==> config.mk <==
export PLATFORM = sky130hd
export DESIGN_NAME = i2c_supervisor
export DESIGN_NICKNAME = d
export VERILOG_FILES = /design/src/hdl/i2c_supervisor_pkg.sv /design/src/hdl/i2c_supervisor.sv /design/src/hdl/timeout_counter.sv
export SDC_FILE = /design/constraint.sdc
export NUM_CORES = 1
export LEC_CHECK = 0
export ABC_AREA = 1
export BUFFER_PORTS_ARGS = -buffer_cell sky130_fd_sc_hd__buf_2
export CAP_MARGIN = 30
export CELL_PAD_IN_SITES_DETAIL_PLACEMENT = 2
export CELL_PAD_IN_SITES_GLOBAL_PLACEMENT = 2
export CORE_UTILIZATION = 30
export DETAILED_ROUTE_END_ITERATION = 10
export PLACE_DENSITY_LB_ADDON = 0.2
export SLEW_MARGIN = 10
export SYNTH_ARGS = -nofsm -noshare
export SYNTH_HDL_FRONTEND = slang
export SYNTH_SLANG_ARGS = --single-unit
==> constraint.sdc <==
create_clock -name clk -period 6.75 [get_ports clk]
set_input_delay 1.35 -clock clk [delete_from_list [all_inputs] [get_ports clk]]
set_output_delay 1.35 -clock clk [all_outputs]
set_load 0.005 [all_outputs]
==> src/hdl/i2c_supervisor_pkg.sv <==
package i2c_supervisor_pkg;

   // register byte offsets on the APB
   localparam logic [7:0] OFS_ADDR     = 8'h00;
   localparam logic [7:0] OFS_CFG      = 8'h04;
   localparam logic [7:0] OFS_THERM    = 8'h08;
   localparam logic [7:0] OFS_IRQ_STS  = 8'h0C;
   localparam logic [7:0] OFS_IRQ_MASK = 8'h10;
   localparam logic [7:0] OFS_STATE    = 8'h14;

   // reset values
   localparam logic [7:0]  RST_ADDR  = 8'h08;
   localparam logic [15:0] RST_CFG   = 16'h3400;
   localparam logic [7:0]  RST_THERM = 8'h00;
   localparam logic [6:0]  FALLBACK_ADDR = 7'h08;

   // writable bits of the link config word
   localparam logic [15:0] CFG_WMASK = 16'hFF03;

   // interrupt status bit positions
   localparam int unsigned EV_SHORT_LOW  = 0;
   localparam int unsigned EV_SHORT_HIGH = 1;
   localparam int unsigned EV_LONG_LOW   = 2;
   localparam int unsigned EV_BUS_BUSY   = 3;
   localparam int unsigned NUM_EV        = 4;

   // timing
   localparam int unsigned CLK_HZ        = 50_000_000;
   localparam int unsigned CYC_PER_MS    = CLK_HZ / 1000;
   localparam int unsigned SHORT_LOW_MS  = 25;
   localparam int unsigned SH_CODE0_MS   = 64;
   localparam int unsigned SH_CODE1_MS   = 512;
   localparam int unsigned SH_CODE2_MS   = 1;
   localparam int unsigned SH_CODE3_MS   = 15;
   localparam int unsigned LL_UNIT_MS    = 500;
   localparam int unsigned SHORT_LOW_CYC = SHORT_LOW_MS * CYC_PER_MS;
   localparam int unsigned SH_CODE0_CYC  = SH_CODE0_MS * CYC_PER_MS;
   localparam int unsigned SH_CODE1_CYC  = SH_CODE1_MS * CYC_PER_MS;
   localparam int unsigned SH_CODE2_CYC  = SH_CODE2_MS * CYC_PER_MS;
   localparam int unsigned SH_CODE3_CYC  = SH_CODE3_MS * CYC_PER_MS;
   localparam int unsigned LL_UNIT_CYC   = LL_UNIT_MS * CYC_PER_MS;

   // timeout counter width, holds 7 x 0.5 s at 50 MHz
   localparam int unsigned LIM_W = 28;

   // serial link configuration word
   typedef struct packed {
      logic       clk_short_low_to_en;
      logic       clk_short_high_to_en;
      logic [1:0] clk_short_high_duration;
      logic       long_low_cond_sel;
      logic [2:0] long_low_duration;
      logic [5:0] rsvd;
      logic       bus_busy_to_en;
      logic       crc_en;
   } link_cfg_t;

   // bus monitor states
   typedef enum logic {BUS_IDLE, BUS_BUSY} bus_state_t;

endpackage

==> src/hdl/i2c_supervisor.sv <==
// Design decisions made here: the register offsets and the APB interface to the registers.
module i2c_supervisor
   import i2c_supervisor_pkg::*;
#(
   parameter int unsigned SL_CYC  = SHORT_LOW_CYC,
   parameter int unsigned SH0_CYC = SH_CODE0_CYC,
   parameter int unsigned SH1_CYC = SH_CODE1_CYC,
   parameter int unsigned SH2_CYC = SH_CODE2_CYC,
   parameter int unsigned SH3_CYC = SH_CODE3_CYC,
   parameter int unsigned LLU_CYC = LL_UNIT_CYC
) (
   input  wire logic        clk,
   input  wire logic        sys_rst,
   input  wire logic        psel,
   input  wire logic        penable,
   input  wire logic        pwrite,
   input  wire logic [7:0]  paddr,
   input  wire logic [31:0] pwdata,
   output logic [31:0]      prdata,
   output logic             pready,
   output logic             pslverr,
   input  wire logic        scl_in,
   input  wire logic        sda_in,
   input  wire logic        scl_drive_req,
   input  wire logic        sda_drive_req,
   output logic             scl_out,
   output logic             scl_oe,
   output logic             sda_out,
   output logic             sda_oe,
   output logic             i2c_logic_rst,
   output logic [6:0]       target_addr,
   output link_cfg_t        link_cfg,
   output logic             crc_en,
   output logic             thermistor_pin_disable,
   output logic             bus_busy,
   output logic             irq
);
   // ---- register storage
   logic [6:0]        target_addr_field_r;
   logic [6:0]        target_addr_field_nxt;
   link_cfg_t         cfg_r;
   link_cfg_t         cfg_nxt;
   logic              therm_r;
   logic              therm_nxt;
   logic [NUM_EV-1:0] sts_r;
   logic [NUM_EV-1:0] sts_nxt;
   logic [NUM_EV-1:0] mask_r;
   logic [NUM_EV-1:0] mask_nxt;
   logic [31:0]       rdata_r;
   logic [31:0]       rdata_nxt;
   logic              err_r;
   logic              err_nxt;

   // ---- pin synchronisers, bit 1 scl, bit 0 sda
   logic [1:0] s1_r;
   logic [1:0] s2_r;
   logic [1:0] s3_r;
   logic [1:0] filt_r;
   logic [1:0] filt_nxt;
   logic       scl_s;
   logic       sda_s;
   logic       sda_prev_r;

   // ---- bus monitor
   bus_state_t        state_r;
   bus_state_t        state_nxt;
   logic              rst_pulse_r;
   logic              rst_pulse_nxt;
   logic [NUM_EV-1:0] to_cond;
   logic [LIM_W-1:0]  to_lim [NUM_EV];
   logic [NUM_EV-1:0] to_fire;
   logic              any_fire;
   logic              start_det;
   logic              stop_det;
   logic [LIM_W-1:0]  sh_lim;
   logic [LIM_W-1:0]  ll_lim;
   logic              wr_acc;
   logic              rd_setup;

   // ---- apb decode; zero wait states, read data fetched in setup
   assign pready   = 1'b1;
   assign pslverr  = psel && penable && err_r;
   assign prdata   = rdata_r;
   assign wr_acc   = psel && penable && pwrite;
   assign rd_setup = psel && !penable;

   always_comb begin
      rdata_nxt = rdata_r;
      err_nxt   = err_r;
      if (rd_setup) begin
         err_nxt   = 1'b0;
         rdata_nxt = 32'h0000_0000;
         case (paddr)
            OFS_ADDR:     rdata_nxt[6:0] = target_addr_field_r;
            OFS_CFG:      rdata_nxt[15:0] = cfg_r;
            OFS_THERM:    rdata_nxt[0] = therm_r;
            OFS_IRQ_STS:  rdata_nxt[NUM_EV-1:0] = sts_r;
            OFS_IRQ_MASK: rdata_nxt[NUM_EV-1:0] = mask_r;
            OFS_STATE:    rdata_nxt[9:0] = {target_addr, bus_busy, scl_s, sda_s};
            default:      err_nxt = 1'b1;
         endcase
      end
   end

   // register writes; hardware set of a status bit beats a w1c
   always_comb begin
      target_addr_field_nxt = target_addr_field_r;
      cfg_nxt               = cfg_r;
      therm_nxt             = therm_r;
      mask_nxt              = mask_r;
      sts_nxt               = sts_r;
      if (wr_acc) begin
         case (paddr)
            OFS_ADDR:     target_addr_field_nxt = pwdata[6:0];
            OFS_CFG:      cfg_nxt = pwdata[15:0] & CFG_WMASK;
            OFS_THERM:    therm_nxt = pwdata[0];
            OFS_IRQ_STS:  sts_nxt = sts_r & ~pwdata[NUM_EV-1:0];
            OFS_IRQ_MASK: mask_nxt = pwdata[NUM_EV-1:0];
            default:      ;
         endcase
      end
      sts_nxt = sts_nxt | to_fire;
   end

   always_ff @(posedge clk or posedge sys_rst) begin
      if (sys_rst) begin
         target_addr_field_r <= RST_ADDR[6:0];
         cfg_r               <= RST_CFG;
         therm_r             <= RST_THERM[0];
         sts_r               <= '0;
         mask_r              <= '0;
         rdata_r             <= 32'h0000_0000;
         err_r               <= 1'b0;
      end else begin
         target_addr_field_r <= target_addr_field_nxt;
         cfg_r               <= cfg_nxt;
         therm_r             <= therm_nxt;
         sts_r               <= sts_nxt;
         mask_r              <= mask_nxt;
         rdata_r             <= rdata_nxt;
         err_r               <= err_nxt;
      end
   end

   // effective address, zero falls back to the fixed address
   assign target_addr = (target_addr_field_r == 7'h00) ? FALLBACK_ADDR
                                                       : target_addr_field_r;
   assign link_cfg               = cfg_r;
   assign crc_en                 = cfg_r.crc_en;
   assign thermistor_pin_disable = therm_r;
   assign irq                    = |(sts_r & mask_r);

   // per line: a change is accepted once stages two and three agree on it,
   // so a move of scl never holds back a move of sda and start stays visible
   always_comb begin
      filt_nxt = ((s2_r ~^ s3_r) & s3_r) | ((s2_r ^ s3_r) & filt_r);
   end

   always_ff @(posedge clk or posedge sys_rst) begin
      if (sys_rst) begin
         s1_r       <= 2'h3;
         s2_r       <= 2'h3;
         s3_r       <= 2'h3;
         filt_r     <= 2'h3;
         sda_prev_r <= 1'b1;
      end else begin
         s1_r       <= {scl_in, sda_in};
         s2_r       <= s1_r;
         s3_r       <= s2_r;
         filt_r     <= filt_nxt;
         sda_prev_r <= filt_r[0];
      end
   end

   assign scl_s = filt_r[1];
   assign sda_s = filt_r[0];

   // start and stop are sda edges while scl stays high
   assign start_det = scl_s && sda_prev_r && !sda_s;
   assign stop_det  = scl_s && !sda_prev_r && sda_s;

   // duration selection for the timeout channels
   always_comb begin
      case (cfg_r.clk_short_high_duration)
         2'h0:    sh_lim = LIM_W'(SH0_CYC);
         2'h1:    sh_lim = LIM_W'(SH1_CYC);
         2'h2:    sh_lim = LIM_W'(SH2_CYC);
         default: sh_lim = LIM_W'(SH3_CYC);
      endcase
   end

   // code zero gives a zero limit, which the counter treats as off
   assign ll_lim = LIM_W'(LIM_W'(cfg_r.long_low_duration) * LIM_W'(LLU_CYC));

   // short-high only during a transaction, an idle bus rests high
   assign to_cond[EV_SHORT_LOW]  = cfg_r.clk_short_low_to_en && !scl_s;
   assign to_cond[EV_SHORT_HIGH] = cfg_r.clk_short_high_to_en && scl_s
                                   && state_r == BUS_BUSY;
   assign to_cond[EV_LONG_LOW]   = !scl_s && (!cfg_r.long_low_cond_sel || !sda_s);
   assign to_cond[EV_BUS_BUSY]   = cfg_r.bus_busy_to_en && state_r == BUS_BUSY;
   assign to_lim[EV_SHORT_LOW]   = LIM_W'(SL_CYC);
   assign to_lim[EV_SHORT_HIGH]  = sh_lim;
   assign to_lim[EV_LONG_LOW]    = ll_lim;
   assign to_lim[EV_BUS_BUSY]    = ll_lim;

   // one supervising counter per timeout source
   genvar gi;
   generate
      for (gi = 0; gi < NUM_EV; gi++) begin : g_to
         timeout_counter #(
            .W (LIM_W)
         ) u_to (
            .clk     (clk),
            .sys_rst (sys_rst),
            .cond    (to_cond[gi]),
            .limit   (to_lim[gi]),
            .fire    (to_fire[gi])
         );
      end
   endgenerate

   assign any_fire = |to_fire;

   // transaction tracking; a timeout forces idle and resets the engine
   always_comb begin
      state_nxt     = state_r;
      rst_pulse_nxt = any_fire;
      case (state_r)
         BUS_IDLE: begin
            if (start_det) begin
               state_nxt = BUS_BUSY;
            end
         end
         BUS_BUSY: begin
            if (stop_det) begin
               state_nxt = BUS_IDLE;
            end
         end
         default: state_nxt = BUS_IDLE;
      endcase
      if (any_fire) begin
         state_nxt = BUS_IDLE;
      end
   end

   always_ff @(posedge clk or posedge sys_rst) begin
      if (sys_rst) begin
         state_r     <= BUS_IDLE;
         rst_pulse_r <= 1'b0;
      end else begin
         state_r     <= state_nxt;
         rst_pulse_r <= rst_pulse_nxt;
      end
   end

   assign bus_busy      = state_r == BUS_BUSY;
   assign i2c_logic_rst = rst_pulse_r;

   // open drain; drive low only on request and never during reset pulse
   assign scl_out = 1'b0;
   assign sda_out = 1'b0;
   assign scl_oe  = scl_drive_req && !rst_pulse_r;
   assign sda_oe  = sda_drive_req && !rst_pulse_r;

   // helpers for checks: cycles scl low, cycles scl high inside a transaction
   logic [31:0] scl_low_cnt_r;
   logic [31:0] sh_busy_cnt_r;
   always_ff @(posedge clk or posedge sys_rst) begin
      if (sys_rst) begin
         scl_low_cnt_r <= '0;
         sh_busy_cnt_r <= '0;
      end else begin
         scl_low_cnt_r <= scl_s ? 32'h0 : scl_low_cnt_r + {31'h0, ~&scl_low_cnt_r};
         sh_busy_cnt_r <= (scl_s && bus_busy) ? sh_busy_cnt_r + 32'h1 : 32'h0;
      end
   end
endmodule

==> src/hdl/timeout_counter.sv <==
module timeout_counter
   import i2c_supervisor_pkg::*;
#(
   parameter int unsigned W = LIM_W
) (
   input  wire logic         clk,
   input  wire logic         sys_rst,
   input  wire logic         cond,
   input  wire logic [W-1:0] limit,
   output logic              fire
);
   logic [W-1:0] cnt_r;
   logic [W-1:0] cnt_nxt;

   // saturates at the limit so one stretch of cond fires once
   always_comb begin
      cnt_nxt = cnt_r;
      if (!cond || limit == '0) begin
         cnt_nxt = '0;
      end else if (cnt_r != limit) begin
         cnt_nxt = cnt_r + 1'b1;
      end
   end

   always_ff @(posedge clk or posedge sys_rst) begin
      if (sys_rst) begin
         cnt_r <= '0;
      end else begin
         cnt_r <= cnt_nxt;
      end
   end

   // pulse in the cycle cond has held for limit cycles
   assign fire = cond && (limit != '0) && (cnt_r == limit - 1'b1);
endmodule

Word level (Yosys, flattened, before mapping)
Cells that the tools add are included.
W data, S select, Z words.
- output and inout port bits: 66
- input bits: 49
- register bits: 166
- logic and storage cells: 131
- multiply operators: 1
- reductions and logical operators: 52
- bitwise logic cells: 10
- add/subtract/negate cells: 6
- eq/ne operators: 16
- multiplexer cells: 22
- operators by type and width (cell ; number):
    $mux W28 ; 8
    $add A28 B1 Y28 const B ; 4
    $eq A28 B28 Y1 ; 3
    $pmux W25 S3 ; 1
    $logic_not A28 Y1 ; 2
    $ne A28 B28 Y1 ; 2
    $reduce_bool A28 Y1 ; 2
    $eq A28 B21 Y1 const B ; 1
    $ne A28 B21 Y1 const B ; 1
    $ne A28 B25 Y1 ; 1
    $sub A28 B1 Y28 const B ; 1
    $sub A25 B1 Y26 const B ; 1
    $logic_and A1 B1 Y1 ; 22
    $mul A3 B19 Y22 const B ; 1
    $eq A8 B4 Y1 const B ; 2
    $eq A8 B5 Y1 const B ; 2
    $pmux W3 S5 ; 1
    $pmux W3 S2 ; 2
    $logic_not A1 Y1 ; 9
    $and A4 B4 Y4 ; 2
    $eq A8 B3 Y1 const B ; 1
    $logic_not A8 Y1 ; 1
    $mux W4 ; 2
    $reduce_and A2 Y1 ; 4
    21 further kinds ; 31

Longest topological paths before layout
Gate-level depths: netlist of the first run.
- depth in word-level cells: 7
- mapped depth: 23
- depth with buffers taken out: 22

Modules after synthesis
A second synthesis of the first run with hierarchy kept.
- cells, all modules: 2623
- area, all modules: 16873.7 um2
- modules (own cells, without submodules) (module ; times used ; sequential area each (um2) ; cells an instance ; area each (um2)):
    timeout_counter (g_to[0].u_to ...) ; 3 ; 700.7 ; 551 ; 3400.8
    i2c_supervisor ; 1 ; 1367.6 ; 446 ; 3479.6
    timeout_counter (g_to[3].u_to) ; 1 ; 700.7 ; 524 ; 3191.8

Least setup slack after synthesis of the first run
Ideal clock, no wire load.
- kind: register to register
- start point: register cfg_r, in the netlist link_cfg[8]
- end point: register state_r, in the netlist bus_busy
- clock period less this slack: 3.352 ns
- slack: 3.398 ns
- library setup time: 0.121 ns
- arrival: 3.232 ns
- data required time: 6.629 ns
- buffers on the path: 0
- stages on the path, launching flop included: 17
- cell sequence: dfrtp_1 > fa_1 > ha_1 > inv_1 > fa_1 > xnor2_1 > xor2_1 > xnor2_1 > nand2_1 > nor2_1 > nand2_1 > inv_1 > nand2_1 > nor3_1 > nand2_1 > nand3_1 > nor2_1
- longest elaborated chain between the ends: 6
- elaborated cells between the ends (all ways): 11
- those cells by class: 1 x add/sub; 1 x mul; 2 x eq/ne; 1 x mux; 6 x reduce/logical
- RTL lines (element ; line ; text):
    start, declared ; i2c_supervisor.sv:41 ; link_cfg_t cfg_r;
    start signal, assigned ; i2c_supervisor.sv:136 ; cfg_r <= cfg_nxt;
    $mul A3 B19 Y22 * ; i2c_supervisor.sv:193 ; assign ll_lim = LIM_W'(LIM_W'(cfg_r.long_low_duration) * LIM_W'(LLU_CYC));
    $sub A28 B1 Y28 or $reduce_bool A28 Y1 (tied branches) ; timeout_counter.sv:34 ; assign fire = cond && (limit != '0) && (cnt_r == limit - 1'b1);
    $eq A28 B28 Y1 or $logic_and A1 B1 Y1 (tied branches) ; timeout_counter.sv:34 ;
    $logic_and A1 B1 Y1 ; timeout_counter.sv:34 ;
    $reduce_or A4 Y1 * ; i2c_supervisor.sv:222 ; assign any_fire = |to_fire;
    $mux W1 * ; i2c_supervisor.sv:241 ; if (any_fire) begin
    named net state_nxt ; i2c_supervisor.sv:66 ; bus_state_t state_nxt;
    end signal, assigned ; i2c_supervisor.sv:251 ; state_r <= state_nxt;
    end, declared ; i2c_supervisor.sv:65 ; bus_state_t state_r;
The timed path passes the listed nets; every way through them passes the cells marked *.
A chain may end at the register's enable or synchronous reset.

Final worst setup path of the first run
- start point: register cfg_r, in the netlist link_cfg[10]
- end point: register g_to[2].u_to.cnt_r[9]
- longest elaborated chain between the ends: 4
- elaborated cells between the ends (all ways): 6
- those cells by class: 1 x mul; 1 x eq/ne; 1 x mux; 3 x reduce/logical
- RTL lines (element ; line ; text):
    $mul A3 B19 Y22 * ; i2c_supervisor.sv:193 ;
    $logic_not A28 Y1 ; timeout_counter.sv:18 ; if (!cond || limit == '0) begin
    $logic_or A1 B1 Y1 ; timeout_counter.sv:18 ;
    $mux W28 or $reduce_bool A2 Y1 (tied branches) ; -- ;
    end signal, assigned ; timeout_counter.sv:29 ; cnt_r <= cnt_nxt;
    end, declared ; timeout_counter.sv:12 ; logic [W-1:0] cnt_r;
Every way passes the cells marked *; elsewhere a longest branch is shown, timed or not.

==> reports/summary.txt, run 1 <==
Min-delay src: s1_r[0]
Number of max-slew violations in the final report: 0
Number of flops mapped to enable cells by yosys: 0
Remaining antenna violation count after routing: 0
Fin Clk Skew: 7.39 ps
Launching element type of the critical path: flop
Post-CTS Hold Buffers: 0
Buffer depth of the longest clock path: 2
Setup WS pre-CTS: 2200 ps
Time the final worst path needs with I/O delays and setup: 4580 ps
Net count, final: 1,836
Synthesis Warnings: 0
Total I/O pin count: 115
PwrDens: 179 nW/um2
Worst hold path type: flop to flop
Chain of cells forming the critical path: inv_1 > ha_1 > buf_4 > ha_1 > inv_2 > nor2_4 > nand2_1 > nor2_2 > nand2_1 > nand3_1 > nand2_1 > nand2_2 > nand2_2 > nor2_8 > nand3_4 > nand2_2 > inv_2 > o21ai_0 > a21oi_1
CORE AREA: 39,800 um2
Mean area per synthesized cell: 7.14 um2
Fin cells: 2,291
Total CTS buffers: 17
Total global-route track usage: 21.7%
Post-synth cell types: 63
Fill cell count: 4,833
Die W: 203 um
Final sum of negative setup slack: 0 ps
Number of standard-cell rows in the floorplan: 73
Cell types occupying the most area after synthesis: dfrtp_1 (32%), nand2_1 (11%), inv_1 (6.6%)
Number of H-tree branching levels: 4
Primary flip-flop cell chosen by synthesis mapping: dfrtp_1
Global placement routability congestion: 0.868
Most used cells in the layout excluding fill and tap cells: nand2_1 (354), inv_1 (211), nor2_1 (181)
FFs w/ async S/R, synth: 100%
Routed vias/inst: 5.11
Delay of the slowest cell on the worst path: 740 ps
Worst Path Max Fanout: 17
Critical path endpoint category: flop
Gates resized, CTS repair: 0
Number of sinks driven by the clock tree: 166
MaxCap Viol Count: 0
Routed length per instance: 19.0 um
Total buffers and inverters traversed by the critical path: 4
Count of placed standard cells including taps: 2,259
Largest net degree at the start of global routing: 85
Reg-to-reg startpoint: link_cfg[10]
First-pass iteration count of the detailed router: 4
TritonCTS clock tree: built
Clock root buffer: clkbuf_16
Clock insertion delay at the later pin of the skew report: 450 ps
Final antenna diode count: 0
Peak ir drop on the vdd network: 0.000173 V
Critical Path RT: 7080 ps
Hold slack: 362 ps
Die Footprint: 41,200 um2
Yosys top cell by area: dfrtp_1
Setup-violating endpoint count in the final report: 0
Slowest stage cell on the critical path: dfstp_2
Layout cells sized above 1: 13.4%
HPWL Detailed: 34,400 um
Global-route wire length before repair: 70,500 um
Post-layout worst setup margin: 2170 ps
Fmax achieved: 218 MHz
DR vias: 11,700
Static Leak: 6.05 nW
Cell family with the largest share of critical-path delay: simple AND/OR/NAND/NOR gates
Clock slew at reported path FFs: 70 ps
Number of antenna violations at the first check in global routing: 0
Drt initial violations: 447
Portion of synthesized cell area occupied by the leading cell type: 31.6%
Post-Synthesis Cells: 1,698
Setup crit start: link_cfg[10]
Die H: 203 um
# Post-CTS Setup Buffers: 0
Critical path class: flop to flop
Synth Cell Area: 12,100 um2
Number of global-route vias before repair: 12,700
DRC viols: 0
Layout overhead on the synthesized area: 11.5%
Total overflow reported by the global router: 0
Commonest non-fill, non-tap cell in the layout: nand2_1
Sequential cell area fraction in the yosys report: 34.4%
Outcome: finished clean
Worst-case headroom to the max-slew limit: 41.4%
Slew at the pin with the worst max-slew slack: 877 ps
Arrival time of data at the critical path endpoint: 4900 ps
DRT Wirelength: 43,400 um
Initial core utilization: 30.5%
Unrepaired setup endpoints after global routing: no
IO buf count: 72
Period Utilization, post-route: 67.8%
Final Hold Viols: 0
Post-synthesis sequential element count: 166
==> logic make-up (layout without fill, tap and decap cells) <==
| logic type | count (synthesis) | after routing | share of synthesized area (%) |
|---|---|---|---|
| buffers and inverters | 293 | 338 | 10.4 |
| XOR/XNOR | 67 | 67 | 4.84 |
| multiplexers | 3 | 3 | 0.279 |
| other | 2 | 25 | 0.0619 |
| adder cells (fa/ha/maj) | 34 | 34 | 3.69 |
| flip-flops | 166 | 166 | 34.4 |
| AND/OR/NAND/NOR | 912 | 912 | 35.8 |
| AO/OA/AOI/OAI | 221 | 221 | 10.6 |
==> flip-flops by register name, summed over array words and instances (netlist names) <==
register / flops
bus_busy: 1
crc_en: 1
err_r: 1
filt_r: 2
g_to.u_to.cnt_r: 112
i2c_logic_rst: 1
link_cfg: 9
mask_r: 4
prdata: 16
s1_r: 2
s2_r: 2
s3_r: 2
sda_prev_r: 1
sts_r: 4
target_addr_field_r: 7
thermistor_pin_disable: 1
==> per-stage QoR <==
stage	power, mW	util [%]	cell area (um2)
after global routing	2.54	33.9	13500
after floorplan	1.30	-	12200
after CTS	2.47	33.9	13500
final	2.42	33.9	13500
after detailed placement	1.41	32.4	12900
after global placement	1.40	32.4	12900
==> cell type report <==
class	count	area, um2	share of cell area, %
clock buffer	18	429	3.17
clock inverter	14	169	1.25
inverter	225	855	6.32
multi-input combinational	1262	6790	50.2
sequential	166	4170	30.8
tap	525	657	4.86
timing repair buffer	81	448	3.31
==> layer usage <==
layer  track usage, %  routed length (um)  share of wire [%]  up-vias
met1             28.6               20700                 48     5911
met3             2.60                 704                1.6       33
met5                0                   0                  0        -
met4             4.73                 604                1.4        0
met2             37.6               21500                 49      114
li1                 -                   -                  -     5656
==> where the power goes <==
part	total (mW)	internal, mW	switching [mW]
clock network	1.04	0.557	0.479
registers	1.05	1.02	0.0272
logic	0.336	0.0980	0.238
==> cell usage after synthesis, types with 3 or more instances <==
cell,instances
nor4_1,24
nor3_2,9
nor2_4,10
xor2_1,43
nor3_1,88
inv_2,10
fa_1,3
nand3_2,12
buf_2,7
nand3b_1,3
o31ai_1,7
clkbuf_2,3
buf_4,30
mux2_2,3
o21ai_1,12
clkbuf_1,22
ha_1,31
nor2_1,181
a21oi_2,3
nand3_1,118
dfstp_2,13
o211ai_1,4
nand4_1,43
and3_1,3
buf_6,4
a21oi_1,81
and2_1,3
or2_2,3
inv_1,212
a31oi_1,20
nor3b_1,3
nand2_2,28
nand2_4,4
o21ai_0,60
nand2_1,354
xnor2_1,24
a221oi_1,7
nor2_2,16
a211oi_1,11
dfrtp_1,153
o21a_1,4
==> worst reg2reg max path, cell delays in order, from the launching register on <==
cell and delay (ps):
dfstp_2 740, inv_1 370, ha_1 390, buf_4 210, ha_1 550, inv_2 130, nor2_4 130, nand2_1 70
nor2_2 170, nand2_1 100, nand3_1 90, nand2_1 70, nand2_2 210, nand2_2 140, nor2_8 160, nand3_4 100
nand2_2 330, inv_2 250, o21ai_0 170, a21oi_1 70
==> worst paths after layout <==
check | slack, ps | endpoint | depth (start not counted)
setup / recovery | 2170 | g_to[2].u_to.cnt_r[9] | 19
hold / removal | 360 | s2_r[0] | 0
setup reg to reg | 2170 | g_to[2].u_to.cnt_r[9] | 19
hold reg to reg | 360 | s2_r[0] | 0
max in group asynchronous | 4640 | link_cfg[10] | 4
min in group asynchronous | 810 | g_to[1].u_to.cnt_r[25] | 2
Power figures use the tool's default switching activity.
==> run 2, diff against run 1 <==
Clock period 6.75 ns to 4.7 ns, I/O delays scaled along.
==> reports/summary.txt, run 2 (synthesized netlist as in run 1, its figures left out) <==
Outcome: finished clean
Peak ir drop on the vdd network: 0.000218 V
Layout cells sized above 1: 14.0%
Layout overhead on the synthesized area: 12.0%
Clock insertion delay at the later pin of the skew report: 470 ps
Switching Fraction: 32.0%
PwrDens: 253 nW/um2
NetSw: 1.10 mW
DRC viols: 0
Die W: 203 um
Routed length per instance: 19.2 um
Total overflow reported by the global router: 0
Gates resized, CTS repair: 0
Remaining antenna violation count after routing: 0
Critical path endpoint category: flop
GRT met1 Usage: 28.9%
Launching element type of the critical path: flop
Global placement routability congestion: 0.870
Met2 Usage GRT: 39.1%
Setup crit start: link_cfg[8]
Number of sinks driven by the clock tree: 166
TritonCTS clock tree: built
# Post-CTS Setup Buffers: 0
Final cell utilization of the core: 34.1%
CORE AREA: 39,800 um2
Setup-violating endpoint count in the final report: 0
First-pass iteration count of the detailed router: 4
Worst hold path type: flop to flop
Global Route met3 Usage: 2.73%
Most used cells in the layout excluding fill and tap cells: nand2_1 (354), inv_1 (211), nor2_1 (181)
DRT Wirelength: 44,300 um
Routed vias/inst: 5.08
Worst-case headroom to the max-slew limit: 40.9%
Die H: 203 um
Post-CTS Hold Buffers: 0
Sequential cell fraction of total power: 43.9%
MaxCap Viol Count: 0
Commonest non-fill, non-tap cell in the layout: nand2_1
Reg-to-reg startpoint: link_cfg[8]
Arrival time of data at the critical path endpoint: 4510 ps
Number of global-route vias before repair: 13,000
Number of H-tree branching levels: 4
Worst reg-to-reg setup slack: 540 ps
DR vias: 11,700
Combined flip-flop and latch cell area: 4170 um2
Final antenna diode count: 0
Layer with the highest usage: met2
Final sum of negative setup slack: 0 ps
Buffer depth of the longest clock path: 2
IO buf count: 72
Critical register-to-register path endpoint: bus_busy
Total I/O pin count: 115
Static Leak: 6.10 nW
Multi-input gate area in the final layout: 6790 um2
Fin Clk Skew: 17.4 ps
Cell-internal power: 2.34 mW
Slew at the pin with the worst max-slew slack: 878 ps
Number of flip-flops under the largest register name: 112
Final Hold Viols: 0
Period Utilization, post-route: 88.6%
Register with the most flip-flops: g_to.u_to.cnt_r
Clock root buffer: clkbuf_16
HPWL Detailed: 35,000 um
Largest net degree at the start of global routing: 90
Fmax achieved: 240 MHz
Number of max-slew violations in the final report: 0
Share of total power in combinational logic: 14.3%
Die Footprint: 41,200 um2
Global-route wire length before repair: 72,600 um
Total global-route track usage: 22.5%
Net count, final: 1,850
Initial core utilization: 30.5%
Unrepaired setup endpoints after global routing: no
Drt initial violations: 465
Path depth of the worst reg2reg path: 20
Fill cell count: 4,810
Worst Path Max Fanout: 6
Number of antenna violations at the first check in global routing: 0
Termination of the worst setup path: bus_busy
Time the final worst path needs with I/O delays and setup: 4160 ps
Critical path class: flop to flop
Critical Path RT: 5040 ps
Clock slew at reported path FFs: 70 ps
Total CTS buffers: 17
Clk network pwr share: 41.8%
Number of standard-cell rows in the floorplan: 73
## run 2: worst min path at each step
| stage | slack, ps | end | startpoint | cells past startpoint |
|---|---|---|---|---|
| floorplan | 350 | s2_r[0] | s1_r[0] | 0 |
| global placement | 350 | s2_r[0] | s1_r[0] | 0 |
| detailed placement | 350 | s2_r[0] | s1_r[0] | 0 |
| CTS | 360 | s2_r[0] | s1_r[0] | 0 |
| global route | 360 | s2_r[0] | s1_r[0] | 0 |
| finish | 360 | s2_r[0] | s1_r[0] | 0 |
## run 2: cell type report
type | count | share of cell area [%]
clock buffer | 19 | 3.34
clock inverter | 13 | 0.819
inverter | 225 | 6.28
multi-input combinational | 1262 | 50.0
sequential | 166 | 30.7
tap | 525 | 4.83
timing repair buffer | 95 | 4.07
## run 2: stage by stage
step	hold WS, ps	setup WS, ps	power (mW)	instances	area, um2
floorplan	345	1350	1.86	1721	12200
detailed placement	349	612	2.03	2273	13000
global route	364	312	3.60	2305	13600
finish	357	535	3.44	2305	13600
CTS	359	572	3.49	2305	13600
global placement	348	673	2.01	2272	13000
## run 2: power by group through the flow
stage	Sequential [mW]	Clock (mW)	Combinational, mW
after floorplan	1.52	0	0.336
after global placement	1.54	0	0.478
after detailed placement	1.54	0	0.495
after CTS	1.51	1.49	0.498
after global routing	1.52	1.53	0.552
final	1.51	1.44	0.490
## run 2: metal layers
layer | part of all wire [%] | routed length (um) | vias to the layer above
li1 | - | - | 5678
met1 | 46 | 20300 | 5877
met2 | 50 | 22000 | 118
met3 | 2.1 | 945 | 46
met4 | 2.2 | 976 | 0
met5 | 0 | 0 | -
## run 2: critical path, cell delays in order (launching register included)
cell and delay (ps):
dfrtp_1 460, fa_1 630, ha_1 320, inv_1 120
fa_1 530, inv_2 130, nand3_2 100, nand2_2 130
nand2_1 70, nand2_2 160, nand3_1 140, nor2_2 260
nand2_1 120, nand3_1 110, nand2_1 70, inv_1 60
nand2_1 50, nor3_1 270, nand2_1 180, nand3_1 110
nor2_1 40
